<file path="src/adcsyn_params.svh">
// Register indices, field positions and reset values of the converter control block
`ifndef ADCSYN_PARAMS_SVH
`define ADCSYN_PARAMS_SVH
`define ADCSYN_IDX_STATUS   8'h00
`define ADCSYN_IDX_INTF     8'h02
`define ADCSYN_IDX_REGCHK   8'h03
`define ADCSYN_IDX_DATA     8'h04
`define ADCSYN_IDX_PINCFG   8'h06
`define ADCSYN_IDX_CH0      8'h10
`define ADCSYN_IDX_CH3      8'h13
`define ADCSYN_IF_ALT       12
`define ADCSYN_IF_DSTAT     6
`define ADCSYN_IF_RCHK      5
`define ADCSYN_GP_MODE_HI   10
`define ADCSYN_GP_MODE_LO   9
`define ADCSYN_GP_PINVAL    8
`define ADCSYN_CH_EN        15
`define ADCSYN_ST_CRC       5
`define ADCSYN_RST_INTF     16'h0000
`define ADCSYN_RST_PINCFG   16'h0800
`define ADCSYN_RST_CH0      16'h8001
`define ADCSYN_RST_CHN      16'h0001
`endif

</file>
<file path="src/adcsyn_pkg.sv">
// Types shared by the converter control block
package adcsyn_pkg;
  typedef enum logic [1:0] {
    ADCSYN_PIN_OFF = 2'b00,
    ADCSYN_PIN_IN  = 2'b01,
    ADCSYN_PIN_OD  = 2'b10,
    ADCSYN_PIN_GPO = 2'b11
  } adcsyn_pinmode_e;
  typedef enum logic [2:0] {
    ADCSYN_IDLE = 3'b001,
    ADCSYN_CONV = 3'b010,
    ADCSYN_HOLD = 3'b100
  } adcsyn_state_e;
  typedef struct packed {
    logic       rdy_n;
    logic       conv_err;
    logic       crc_err;
    logic       reg_err;
    logic [1:0] rsvd;
    logic [1:0] chan;
  } adcsyn_status_s;
  typedef struct packed {
    logic [23:0] code;
    logic        over;
    logic        under;
  } adcsyn_result_s;
  typedef struct packed {
    logic [23:0]    code;
    adcsyn_status_s status;
    logic           with_status;
  } adcsyn_out_s;
endpackage

</file>
<file path="src/adcsyn_ctrl.sv">
// Sequencer, error flags, register monitor and error pin of the converter, with APB registers
`include "adcsyn_params.svh"
module adcsyn_ctrl (
  // Clock and reset
  input  wire logic                       clk,
  input  wire logic                       rst_n,
  // APB slave
  input  wire logic                       psel,
  input  wire logic                       penable,
  input  wire logic                       pwrite,
  input  wire logic [9:0]                 paddr,
  input  wire logic [31:0]                pwdata,
  output logic      [31:0]                prdata,
  output logic                            pready,
  output logic                            pslverr,
  // Converter core
  output logic                            conv_start,
  output logic      [1:0]                 conv_chan,
  input  wire logic                       conv_done,
  input  wire adcsyn_pkg::adcsyn_result_s conv_res,
  // Serial port checksum checker
  input  wire logic                       crc_mismatch,
  // Pins
  input  wire logic                       sync_gate_n,
  input  wire logic                       fault_in,
  output logic                            fault_out,
  output logic                            fault_oe_n,
  // Conversion output
  output logic                            out_valid,
  output adcsyn_pkg::adcsyn_out_s         out_data,
  output logic                            drdy_n
);
  import adcsyn_pkg::*;

  logic [15:0]     if_cfg;
  logic [15:0]     gp_cfg;
  logic [15:0]     ch_cfg [4];
  logic [79:0]     mon_vec;
  logic [79:0]     snap;
  logic [23:0]     regchk;
  logic [23:0]     data_code;
  logic [1:0]      data_chan;
  logic            conv_err;
  logic            crc_err;
  logic            reg_err;
  logic            gate_s1;
  logic            gate_s2;
  logic            pin_s1;
  logic            pin_s2;
  logic            gate_req;
  logic [31:0]     rd_val;
  logic [3:0]      ch_en;
  adcsyn_state_e   state;
  adcsyn_pinmode_e pinmode;
  adcsyn_status_s  status;
  adcsyn_status_s  out_status;

  function automatic logic is_mapped(input logic [7:0] i);
    is_mapped = (i == `ADCSYN_IDX_STATUS) || (i == `ADCSYN_IDX_INTF) || (i == `ADCSYN_IDX_REGCHK) ||
                (i == `ADCSYN_IDX_DATA) || (i == `ADCSYN_IDX_PINCFG) ||
                (i >= `ADCSYN_IDX_CH0 && i <= `ADCSYN_IDX_CH3);
  endfunction

  function automatic logic is_writable(input logic [7:0] i);
    is_writable = (i == `ADCSYN_IDX_INTF) || (i == `ADCSYN_IDX_PINCFG) ||
                  (i >= `ADCSYN_IDX_CH0 && i <= `ADCSYN_IDX_CH3);
  endfunction

  // Next enabled channel after cur, wrapping round
  function automatic logic [1:0] next_chan(input logic [1:0] cur, input logic [3:0] en);
    logic [1:0] c;
    c = cur;
    next_chan = cur;
    for (int k = 0; k < 4; k++)
    begin
      c = c + 2'd1;
      if (en[c] && next_chan == cur)
        next_chan = c;
    end
    if (!en[next_chan])
      next_chan = cur;
  endfunction

  wire [7:0] idx    = paddr[9:2];
  wire       acc    = psel & penable & pready;
  wire       wr_acc = acc & pwrite & is_writable(idx);
  wire       rd_acc = acc & ~pwrite;
  wire       alt_en = if_cfg[`ADCSYN_IF_ALT];
  wire       gate_low = ~gate_s2;
  wire       done_ok = conv_done & (state == ADCSYN_CONV);
  wire       oor     = conv_res.over | conv_res.under;
  wire       any_err = conv_err | crc_err | reg_err;
  wire       chk_off_wr = wr_acc & (idx == `ADCSYN_IDX_INTF) & ~pwdata[`ADCSYN_IF_RCHK];
  wire       pin_bit = (pinmode == ADCSYN_PIN_IN) ? pin_s2 : gp_cfg[`ADCSYN_GP_PINVAL];

  assign pinmode = adcsyn_pinmode_e'(gp_cfg[`ADCSYN_GP_MODE_HI:`ADCSYN_GP_MODE_LO]);

  // Two-stage synchronisers for the pins
  always_ff @(posedge clk)
  begin
    gate_s1 <= sync_gate_n;
    gate_s2 <= gate_s1;
    pin_s1  <= fault_in;
    pin_s2  <= pin_s1;
  end

  // APB: one wait state, answer registered
  always_ff @(posedge clk)
  begin
    if (!rst_n)
    begin
      pready  <= 1'b0;
      pslverr <= 1'b0;
      prdata  <= 32'h0000_0000;
    end
    else
    begin
      pready <= psel & penable & ~pready;
      if (psel && penable && !pready)
      begin
        prdata  <= pwrite ? 32'h0000_0000 : rd_val;
        pslverr <= ~is_mapped(idx) | (pwrite & ~is_writable(idx));
      end
    end
  end

  always_comb
  begin
    rd_val = 32'h0000_0000;
    case (idx)
      `ADCSYN_IDX_STATUS:  rd_val = {24'h00_0000, status};
      `ADCSYN_IDX_INTF:    rd_val = {16'h0000, if_cfg};
      `ADCSYN_IDX_REGCHK:  rd_val = {8'h00, regchk};
      `ADCSYN_IDX_DATA:    rd_val = {8'h00, data_code};
      `ADCSYN_IDX_PINCFG:  rd_val = {16'h0000, gp_cfg[15:9], pin_bit, gp_cfg[7:0]};
      default:
      begin
        if (idx >= `ADCSYN_IDX_CH0 && idx <= `ADCSYN_IDX_CH3)
          rd_val = {16'h0000, ch_cfg[idx[1:0]]};
      end
    endcase
  end

  // Configuration registers
  always_ff @(posedge clk)
  begin
    if (!rst_n)
    begin
      if_cfg <= `ADCSYN_RST_INTF;
      gp_cfg <= `ADCSYN_RST_PINCFG;
      ch_cfg[0] <= `ADCSYN_RST_CH0;
      for (int k = 1; k < 4; k++)
        ch_cfg[k] <= `ADCSYN_RST_CHN;
    end
    else if (wr_acc)
    begin
      if (idx == `ADCSYN_IDX_INTF)
        if_cfg <= pwdata[15:0];
      if (idx == `ADCSYN_IDX_PINCFG)
        gp_cfg <= pwdata[15:0];
      for (int k = 0; k < 4; k++)
        if (idx == `ADCSYN_IDX_CH0 + 8'(k))
          ch_cfg[k] <= pwdata[15:0];
    end
  end

  for (genvar g = 0; g < 4; g++)
  begin : g_chen
    assign ch_en[g] = ch_cfg[g][`ADCSYN_CH_EN];
  end

  // monitored set excludes data, status, interface config
  assign mon_vec = {gp_cfg, ch_cfg[0], ch_cfg[1], ch_cfg[2], ch_cfg[3]};

  // Sequencer; a gate pulse during a conversion is remembered
  always_ff @(posedge clk)
  begin
    if (!rst_n)
    begin
      state      <= ADCSYN_IDLE;
      conv_start <= 1'b0;
      conv_chan  <= 2'd0;
      gate_req   <= 1'b0;
    end
    else
    begin
      conv_start <= 1'b0;
      case (state)
        ADCSYN_IDLE:
        begin
          if (|ch_en)
          begin
            conv_chan  <= next_chan(2'd3, ch_en);
            conv_start <= 1'b1;
            state      <= ADCSYN_CONV;
          end
        end
        ADCSYN_CONV:
        begin
          if (alt_en && gate_low)
            gate_req <= 1'b1;
          if (conv_done)
          begin
            gate_req  <= 1'b0;
            conv_chan <= next_chan(conv_chan, ch_en);
            if (!(|ch_en))
              state <= ADCSYN_IDLE;
            else if (alt_en && (gate_low || gate_req))
              state <= ADCSYN_HOLD;
            else
              conv_start <= 1'b1;
          end
        end
        ADCSYN_HOLD:
        begin
          if (!(|ch_en))
            state <= ADCSYN_IDLE;
          else if (!alt_en || !gate_low)
          begin
            conv_start <= 1'b1;
            state      <= ADCSYN_CONV;
          end
        end
        default: state <= ADCSYN_IDLE;
      endcase
    end
  end

  always_comb
  begin
    status          = '0;
    status.rdy_n    = drdy_n;
    status.conv_err = conv_err;
    status.crc_err  = crc_err;
    status.reg_err  = reg_err;
    status.chan     = data_chan;
    out_status          = status;
    out_status.rdy_n    = 1'b0;
    out_status.conv_err = conv_err | oor;
    out_status.chan     = conv_chan;
  end

  // Result capture and output word
  always_ff @(posedge clk)
  begin
    if (!rst_n)
    begin
      data_code <= 24'h00_0000;
      data_chan <= 2'd0;
      drdy_n    <= 1'b1;
      out_valid <= 1'b0;
      out_data  <= '0;
    end
    else
    begin
      out_valid <= 1'b0;
      if (done_ok)
      begin
        if (conv_res.over)
          data_code <= 24'hff_ffff;
        else if (conv_res.under)
          data_code <= 24'h00_0000;
        else
          data_code <= conv_res.code;
        data_chan <= conv_chan;
        drdy_n    <= 1'b0;
        out_valid <= 1'b1;
        out_data.code <= conv_res.over ? 24'hff_ffff : (conv_res.under ? 24'h00_0000 : conv_res.code);
        out_data.with_status <= if_cfg[`ADCSYN_IF_DSTAT];
        out_data.status      <= if_cfg[`ADCSYN_IF_DSTAT] ? out_status : '0;
      end
      else if (rd_acc && idx == `ADCSYN_IDX_DATA)
        drdy_n <= 1'b1;
    end
  end

  // Error flags
  always_ff @(posedge clk)
  begin
    if (!rst_n)
    begin
      conv_err <= 1'b0;
      crc_err  <= 1'b0;
      reg_err  <= 1'b0;
      snap     <= '0;
      regchk   <= 24'h00_0000;
    end
    else
    begin
      if ((done_ok && oor) || (pinmode == ADCSYN_PIN_IN && !pin_s2))
        conv_err <= 1'b1;
      else if (!oor)
        conv_err <= 1'b0;
      // set beats the status-read clear; a flag raised after the word was latched survives
      if (crc_mismatch)
        crc_err <= 1'b1;
      else if (rd_acc && idx == `ADCSYN_IDX_STATUS && prdata[`ADCSYN_ST_CRC])
        crc_err <= 1'b0;
      // disable write clears, beating a late change
      if (chk_off_wr)
        reg_err <= 1'b0;
      else if (if_cfg[`ADCSYN_IF_RCHK] && mon_vec != snap)
        reg_err <= 1'b1;
      if (!if_cfg[`ADCSYN_IF_RCHK])
        snap <= mon_vec;
      regchk <= if_cfg[`ADCSYN_IF_RCHK] ?
                {8'h00, snap[79:64] ^ snap[63:48] ^ snap[47:32] ^ snap[31:16] ^ snap[15:0]} : 24'h00_0000;
    end
  end

  // Error pin; open-drain mode leans on the board pull-up
  always_ff @(posedge clk)
  begin
    if (!rst_n)
    begin
      fault_out  <= 1'b0;
      fault_oe_n <= 1'b1;
    end
    else
    begin
      case (pinmode)
        ADCSYN_PIN_OD:
        begin
          fault_out  <= 1'b0;
          fault_oe_n <= ~any_err;
        end
        ADCSYN_PIN_GPO:
        begin
          fault_out  <= gp_cfg[`ADCSYN_GP_PINVAL];
          fault_oe_n <= 1'b0;
        end
        default:
        begin
          fault_out  <= 1'b0;
          fault_oe_n <= 1'b1;
        end
      endcase
    end
  end
endmodule // adcsyn_ctrl

</file>
<file path="config.mk">
export PLATFORM = sky130hd
export DESIGN_NAME = adcsyn_ctrl
export DESIGN_NICKNAME = d
export VERILOG_FILES = /design/src/adcsyn_pkg.sv /design/src/adcsyn_ctrl.sv
export VERILOG_INCLUDE_DIRS = /design/src
export SDC_FILE = /design/constraint.sdc
export NUM_CORES = 1
export LEC_CHECK = 0
export BUFFER_PORTS_ARGS = -buffer_cell sky130_fd_sc_hd__buf_4
export CORE_ASPECT_RATIO = 0.5
export CORE_MARGIN = 1
export CORE_UTILIZATION = 45
export CTS_BUF_LIST = sky130_fd_sc_hd__clkbuf_8
export DETAILED_ROUTE_END_ITERATION = 8
export GPL_TIMING_DRIVEN = 1
export PLACE_DENSITY = 0.7
export SLEW_MARGIN = 20
export SYNTH_ARGS = -nofsm -noshare
export SYNTH_HDL_FRONTEND = slang
export SYNTH_SLANG_ARGS = --single-unit
</file>
<file path="constraint.sdc">
create_clock -name clk -period 3.7 [get_ports clk]
set_input_delay 0.555 -clock clk [delete_from_list [all_inputs] [get_ports clk]]
set_output_delay 0.555 -clock clk [all_outputs]
set_load 0.03 [all_outputs]
</file>
## Word level (Yosys, flattened, before mapping)

Memories as Yosys holds them, arrays and structs flattened.
Cells that the tools add are included.

| word-level totals | value |
|---|---|
| flip-flop bits (word level) | 223 |
| RAM bits | 64 |
| bits of input ports | 77 |
| logic and storage cells | 248 |
| memories | 1 |

| operators by class | value |
|---|---|
| add/subtract/negate cells | 4 |
| magnitude comparators | 8 |
| equal/unequal tests | 27 |
| multiplexer cells | 101 |
| bitwise operators | 31 |
| reductions and logical operators | 44 |

Memories:

| memory | words | bits a word | read ports | clocked after Yosys merged registers in | wr ports | RTL line | RTL |
|---|---|---|---|---|---|---|---|
| ch_cfg | 4 | 16 | 5 | 0 | 4 | adcsyn_ctrl.sv:37 | `logic [15:0] ch_cfg [4];` |

Operator list:

| operator | number |
|---|---|
| case mux 24 bit (5 select lines) | 1 |
| two-way mux 16 bit | 5 |
| inequality test 80 bit | 1 |
| two-way mux 2 bit | 36 |
| bitwise XOR 16 bit | 4 |
| two-way mux 24 bit | 2 |
| two-way mux 1 bit | 39 |
| equality test 8 x 5 -> 1 bit, second input constant | 4 |
| two-way mux 32 bit | 1 |
| < comparator 2 x 3 -> 1 bit, second input constant | 6 |
| two-way mux 3 bit | 6 |
| logical AND 1 bit | 17 |
| equality test 8 x 2 -> 1 bit, second input constant | 2 |
| equality test 8 x 3 -> 1 bit, second input constant | 2 |
| binary-select mux 1 bit (select 2 bit) | 6 |
| bitwise AND 1 bit | 10 |
| equality test 2 bit, second input constant | 5 |
| logical OR 1 bit | 10 |
| AND reduction 2 bit | 5 |
| bitwise OR 1 bit | 9 |
| case mux 3 bit (3 select lines) | 1 |
| adder 2 x 1 -> 2 bit, second input constant | 4 |
| greater-or-equal comparator 8 x 5 -> 1 bit, second input constant | 1 |
| <= comparator 8 x 5 -> 1 bit, second input constant | 1 |
| other kinds (20) | 37 |

## Longest topological paths before layout

Gate-level depths: netlist of run 1.

| logic depth | value |
|---|---|
| word-level depth | 30 |
| depth in mapped cells | 8 |
| gate-level depth less buffers | 5 |

## Worst setup path before layout of run 1

No wires, ideal clock.

| timing path | value |
|---|---|
| kind | input-to-reg |
| start point | input port paddr[5] |
| end point | memory ch_cfg[0][0] (enable) |
| data arrival time | 2.730 ns |
| slack | 0.555 ns |
| stages | 4 |
| buffers on the path | 0 |
| cell sequence | or4_4 > nor2_2 > nand3_1 > o31ai_1 |

RTL lines:

| what | RTL line | RTL |
|---|---|---|
| from (decl) | adcsyn_ctrl.sv:11 | `input wire logic [9:0] paddr,` |
| to (decl) | adcsyn_ctrl.sv:37 |  |

## Worst setup path in the final report of run 1

| timing path | value |
|---|---|
| start point | register state[1] |
| end point | register data_code[2] |

| on the way | value |
|---|---|
| word-level cells in the longest chain between the ends | 2 |

Ends and longest elaborated chain:

| what | RTL line | RTL |
|---|---|---|
| from (decl) | adcsyn_ctrl.sv:53 | `adcsyn_state_e state;` |
| from (signal assigned) | adcsyn_ctrl.sv:180 | `state <= ADCSYN_IDLE;` |
| from (signal assigned) | adcsyn_ctrl.sv:195 | `state <= ADCSYN_CONV;` |
| from (signal assigned) | adcsyn_ctrl.sv:207 | `state <= ADCSYN_IDLE;` |
| equality test 3 x 2 -> 1 bit | adcsyn_ctrl.sv:90 | `wire done_ok = conv_done & (state == ADCSYN_CONV);` |
| bitwise AND 1 bit | adcsyn_ctrl.sv:90 |  |
| to (signal assigned) | adcsyn_ctrl.sv:264 | `data_code <= conv_res.code;` |
| to (decl) | adcsyn_ctrl.sv:41 | `logic [23:0] data_code;` |

No other way between the ends.
A chain may end at the register's enable or synchronous reset.

==> out/results.txt, run 1 <==
Status = completed
RSZ-0062 raised after global routing = no
Antenna-violating nets left = 0
Final Hold Viols = 0
Worst Tran Pin Value = 913 ps
Largest cells by area after synthesis = dfxtp_1 (32%), edfxtp_1 (15%), mux2i_1 (7.4%)
Reg2reg setup slack = 1460 ps
Most common cell after layout, fill and taps aside = dfxtp_1
I/O Buffers = 121
Skew final = 21.0 ps
Ports = 151
Fin area = 14,900 um^2
First-pass GRT wire length = 55,100 um
Mapped Cells = 1,255
Pin count of the biggest net entering global routing = 75
Share of cells above drive strength 1 = 0.175
DR DRC count = 0
# rows = 43
Most used DFF post-synth = dfxtp_1
CTS sink cnt = 268
Final Cycle Share = 0.605
Total Nets Final = 1,437
EDFF count, synth = 64
Initial core utilization = 0.462
CTS tree = done
Drt total wl = 36,800 um
Sequential fraction of the synthesis area = 0.467
Synthesis Warnings = 0
Max IR drop VDD = 0.209 mV
Pwr per Cell Area = 418 nW/um^2
Die Ht = 122 um
Die Footprint = 29,300 um^2
Clock buffer depth = 3
Wire per inst = 20.8 um
Arr. time, crit path = 2690 ps
Post-CTS resize count = 0
Global route overflow = 0
Worst-Skew Late Latency = 570 ps
Endpoints failing setup = 0
Critical path type = reg -> reg
Sequential cell area = 6010 um^2
Via/cell ratio = 5.49
Drt pass-1 iters = 8
Fraction of registers with async set/reset = 0
TritonCTS buffer count = 42
Cells after DPL = 1,698
Area of the multi-input gates = 6460 um^2
Critical path fanouts, max = 35
Relative max-transition margin = 0.392
Critical Path Start Type = flop
Most frequent cells in the layout = dfxtp_1 (203), buf_4 (143), nand2_1 (133)
Distinct cell type count after synthesis = 66
Vias in the first global route = 9,367
Max cap viols = 0
Max Slew Vio Count = 0
H-tree levels = 2
Non-filler cells, final = 1,775
Gr usage total = 0.251
Leak Pwr = 0.00595 uW
Final Wtd Congestion = 0.866
Die X = 241 um
Synth-to-Final Area Change = 15.6%
FMAX = 447 MHz
Yosys top cell by area = dfxtp_1
Initial antenna violation count = 1
Critical path endpoint category = flop
Hold-fix buffers at CTS = 0
Worst-path clk slew = 60 ps
Placed cell area = 14,000 um^2
Post-Syn Area = 12,900 um^2
Postcts setup bufs = 0
Worst hold path class = in -> reg
Final min period = 2240 ps
DP HPWL = 24,800 um
Post-synthesis area per instance = 10.3 um^2
Root Driver = clkbuf_8
#FFs+latches synth = 268
Core area = 27,900 um^2
Worst reg-to-reg path cell count = 5
Detailed Route Iter0 Violations = 1,023
CP required = 4150 ps
Post-synth top area share = 0.317
Fillers = 2,428
Total vias in the final route = 9,751
Hold depth = 1
Setup TNS = 0 ps
## registers in the layout, indices dropped and copies added (netlist names), 2 cells and up
name	count
snap	80
ch_cfg	64
data_code	24
prdata	24
gp_cfg	16
if_cfg	16
regchk	16
out_data	6
state	3
conv_chan	2
data_chan	2
## area by class of cell
type	count	area share
Antenna cell	2	0.000337
Tap cell	382	0.0321
Clock inverter	25	0.00883
Timing Repair Buffer	143	0.0722
Inverter	7	0.00177
Clock buffer	50	0.0463
Multi-Input combinational cell	898	0.434
Sequential cell	268	0.404
## worst paths after layout
kind                        to     start
hold / removal          pin_s1  fault_in
setup reg to reg  data_code[2]  state[1]
setup / recovery  data_code[2]  state[1]
hold reg to reg        gate_s2   gate_s1
## cells by family after synthesis
family / synth area share
other: 0.000291
DFF: 0.467
xor gates and xnor gates: 0.0974
muxes: 0.111
and+or+nand+nor: 0.172
buffers and inverters: 0.0353
AOI/OAI and AO/OA: 0.118
## synthesized netlist by cell type, types with 5 or more instances
cell type  count
a22oi_1        5
buf_2          8
o211a_1       24
nand3_1       23
a21boi_1      22
buf_4         11
a222oi_1      10
mux4_2        16
nand2b_1      12
nor2_1        34
xor2_1        94
a21boi_0      28
o21ai_0       17
a22o_1         6
nand4_1        6
xnor2_1       49
mux2i_1       95
nand2_1      133
o32ai_1        5
edfxtp_1      64
clkbuf_1      59
a21oi_1       48
nor4_1        21
nor2b_1       95
and2_1        68
mux2_2        10
buf_1          9
dfxtp_1      204
inv_1          7
o22ai_1       11
o2bb2ai_1      6
## worst max-delay path, stage by stage, from the launching register on
cell and delay (ps):
dfxtp_1 420, nor3b_4 430, and2_2 650, buf_4 380, nand2_1 100, o211a_1 130
## report_power, final
group	switching (uW)	internal, uW	total, uW
sequential	90.1	3070	3160
clock	1170	1300	2460
combinational	351	251	602
total	1610	4620	6220
## routing by layer
metal / track usage / share of wire / wire length, um
met5: 0 / 0 / 0
met4: 0.0807 / 0.024 / 894
met3: 0.0573 / 0.087 / 3220
met2: 0.400 / 0.45 / 16500
met1: 0.338 / 0.44 / 16200
## per-stage QoR
stage / util / hold slack (ps) / total power [uW] / setup WS, ps
finish: 0.534 / 98.3 / 6220 / 1460
global placement: 0.504 / 314 / 3800 / 1030
CTS: 0.533 / 67.0 / 6260 / 1500
floorplan: - / 310 / 3590 / 555
global route: 0.533 / 76.7 / 6470 / 1280
detailed placement: 0.504 / 314 / 3820 / 1000
No activity file was read; power rests on OpenSTA's default activity.
==> run 2, diff against run 1 <==
--- a/config.mk
+++ b/config.mk
@@ -13,7 +13,7 @@
 export CTS_BUF_LIST = sky130_fd_sc_hd__clkbuf_8
 export DETAILED_ROUTE_END_ITERATION = 8
 export GPL_TIMING_DRIVEN = 1
-export PLACE_DENSITY = 0.7
+export PLACE_DENSITY = 0.73
 export SLEW_MARGIN = 20
 export SYNTH_ARGS = -nofsm -noshare
 export SYNTH_HDL_FRONTEND = slang
==> constraint.sdc (replaced) <==
create_clock -name clk -period 1.9 [get_ports clk]
set_input_delay 0.285 -clock clk [delete_from_list [all_inputs] [get_ports clk]]
set_output_delay 0.285 -clock clk [all_outputs]
set_load 0.03 [all_outputs]
==> run 2 against run 1 <==
Net effect:
- clock power increased by 96%
- via count increased by 3.7%
- wire length increased by 1.7%
- sequential cell count unchanged
- worst hold slack got worse by 72 ps
- combinational power increased by 130%
- largest cell class unchanged
- die area unchanged
- setup slack got worse by 1400 ps
- non-clock buffer count increased by 73
- critical path depth unchanged
==> out/results.txt, run 2 (synthesized netlist as in run 1, its figures left out) <==
CTS sink cnt = 268
RSZ-0062 raised after global routing = no
Final Wtd Congestion = 0.927
Critical path endpoint category = flop
Pin count of the biggest net entering global routing = 61
CP peak stage delay = 490 ps
Total Nets Final = 1,509
Core area = 27,900 um^2
Max cap viols = 0
Crit path buf inv count = 1
Critical-path cell list = buf_6 -> o22a_1 -> a2111o_1 -> o2111ai_2 -> mux2i_1
Root Driver = clkbuf_8
Clock buffer depth = 3
Pwr per Cell Area = 785 nW/um^2
Critical Path Start Type = flop
Most frequent cells in the layout = dfxtp_1 (202), buf_4 (184), nand2_1 (133)
Gr usage total = 0.256
Initial core utilization = 0.462
Ports = 151
FMAX = 549 MHz
DP HPWL = 27,200 um
Global route overflow = 0
Via/cell ratio = 5.48
Share of cells above drive strength 1 = 0.213
ANT cells = 0
Critical path fanouts, max = 5
Non-filler cells, final = 1,845
Initial antenna violation count = 0
CP required = 2400 ps
Vias in the first global route = 9,697
Worst Slack Setup Final = 78.0 ps
Slowest cell on the critical path = edfxtp_1
Critical path type = reg -> reg
Pre-CTS WS = -224 ps
Final Hold Viols = 0
Total power = 12,300 uW
H-tree levels = 2
Total vias in the final route = 10,100
Drt total wl = 37,500 um
TritonCTS buffer count = 41
Worst hold path class = in -> reg
I/O Buffers = 121
Most common cell after layout, fill and taps aside = dfxtp_1
Max Slew Vio Count = 0
Worst setup path start = ch_cfg[0][15]
Worst Tran Pin Value = 723 ps
Largest register FFs = 80
Max IR drop VDD = 0.368 mV
Cells after DPL = 1,753
Worst-Skew Late Latency = 580 ps
Endpoints failing setup = 0
Status = completed
Die X = 241 um
Drt pass-1 iters = 6
Delay-heaviest family, CP = compound AO/OA/AOI/OAI gates
Detailed Route Iter0 Violations = 873
Leak Pwr = 0.00637 uW
First-pass GRT wire length = 56,400 um
Biggest register = snap
Worst-path clk slew = 70 ps
Relative max-transition margin = 0.518
Skew final = 16.7 ps
Die Footprint = 29,300 um^2
Worst R2R Start = ch_cfg[0][15]
Final Cycle Share = 0.959
Die Ht = 122 um
Arr. time, crit path = 2320 ps
End-of-flow core utilization = 0.564
# rows = 43
CTS tree = done
Synth-to-Final Area Change = 22.2%
Antenna-violating nets left = 0
Regs by FF count = snap: 80 flops, ch_cfg: 64 flops
DR DRC count = 0
Wire per inst = 20.3 um
HP Start = pwdata[1]
Final min period = 1820 ps
## run 2: path summary, 6_finish.rpt
path,to,slack [ps],cells past startpoint
hold / removal,if_cfg[1],30,3
setup / recovery,conv_chan[1],80,5
setup reg to reg,conv_chan[1],80,5
hold reg to reg,gate_s2,330,0
## run 2: area by class of cell
type | count | area, um^2
multi-input cells | 898 | 6540
inverters | 7 | 26.3
clock inverters | 24 | 125
flip-flops and latches | 268 | 6010
fillers | 2332 | 12200
clock buffers | 50 | 688
repair buffers | 216 | 1850
well taps | 382 | 478
## run 2: metal layers
metal	vias up	track usage	wire length [um]
met5	-	0	0
met4	0	0.0748	842
met3	68	0.0451	3190
met2	437	0.394	16300
met1	4883	0.367	17100
li1	4726	-	-
## run 2: worst register-to-register path: stages, from the launching register on
cell	delay, ps
edfxtp_1	490
buf_6	180
o22a_1	190
a2111o_1	430
o2111ai_2	250
mux2i_1	210
## run 2: where the power goes
group,total [uW],switching [uW],internal [uW],leakage [uW]
Clock,4830,2320,2510,0.000478
Combinational,1360,766,592,0.00358
Sequential,6140,166,5980,0.00231
## run 2: repair_timing
item / 4_1_cts / 5_1_grt
buffers inserted: 1 / 2
resized for setup: 1 / 11
pin swaps: 0 / 1
hold buffers: 15 / 0
endpoints found under the hold margin: 19 / 0
endpoints found under the setup margin: 2 / 4
## run 2: per-stage QoR
step	setup TNS (ps)	hold WS [ps]	instance area, um^2
3_5_place_dp	-26710	315	14700
3_3_place_gp	-21380	319	14700
6_report	0	25.9	15700
5_1_grt	0	24.2	15700
4_1_cts	0	1.48	15700
2_1_floorplan	-9900	310	12900
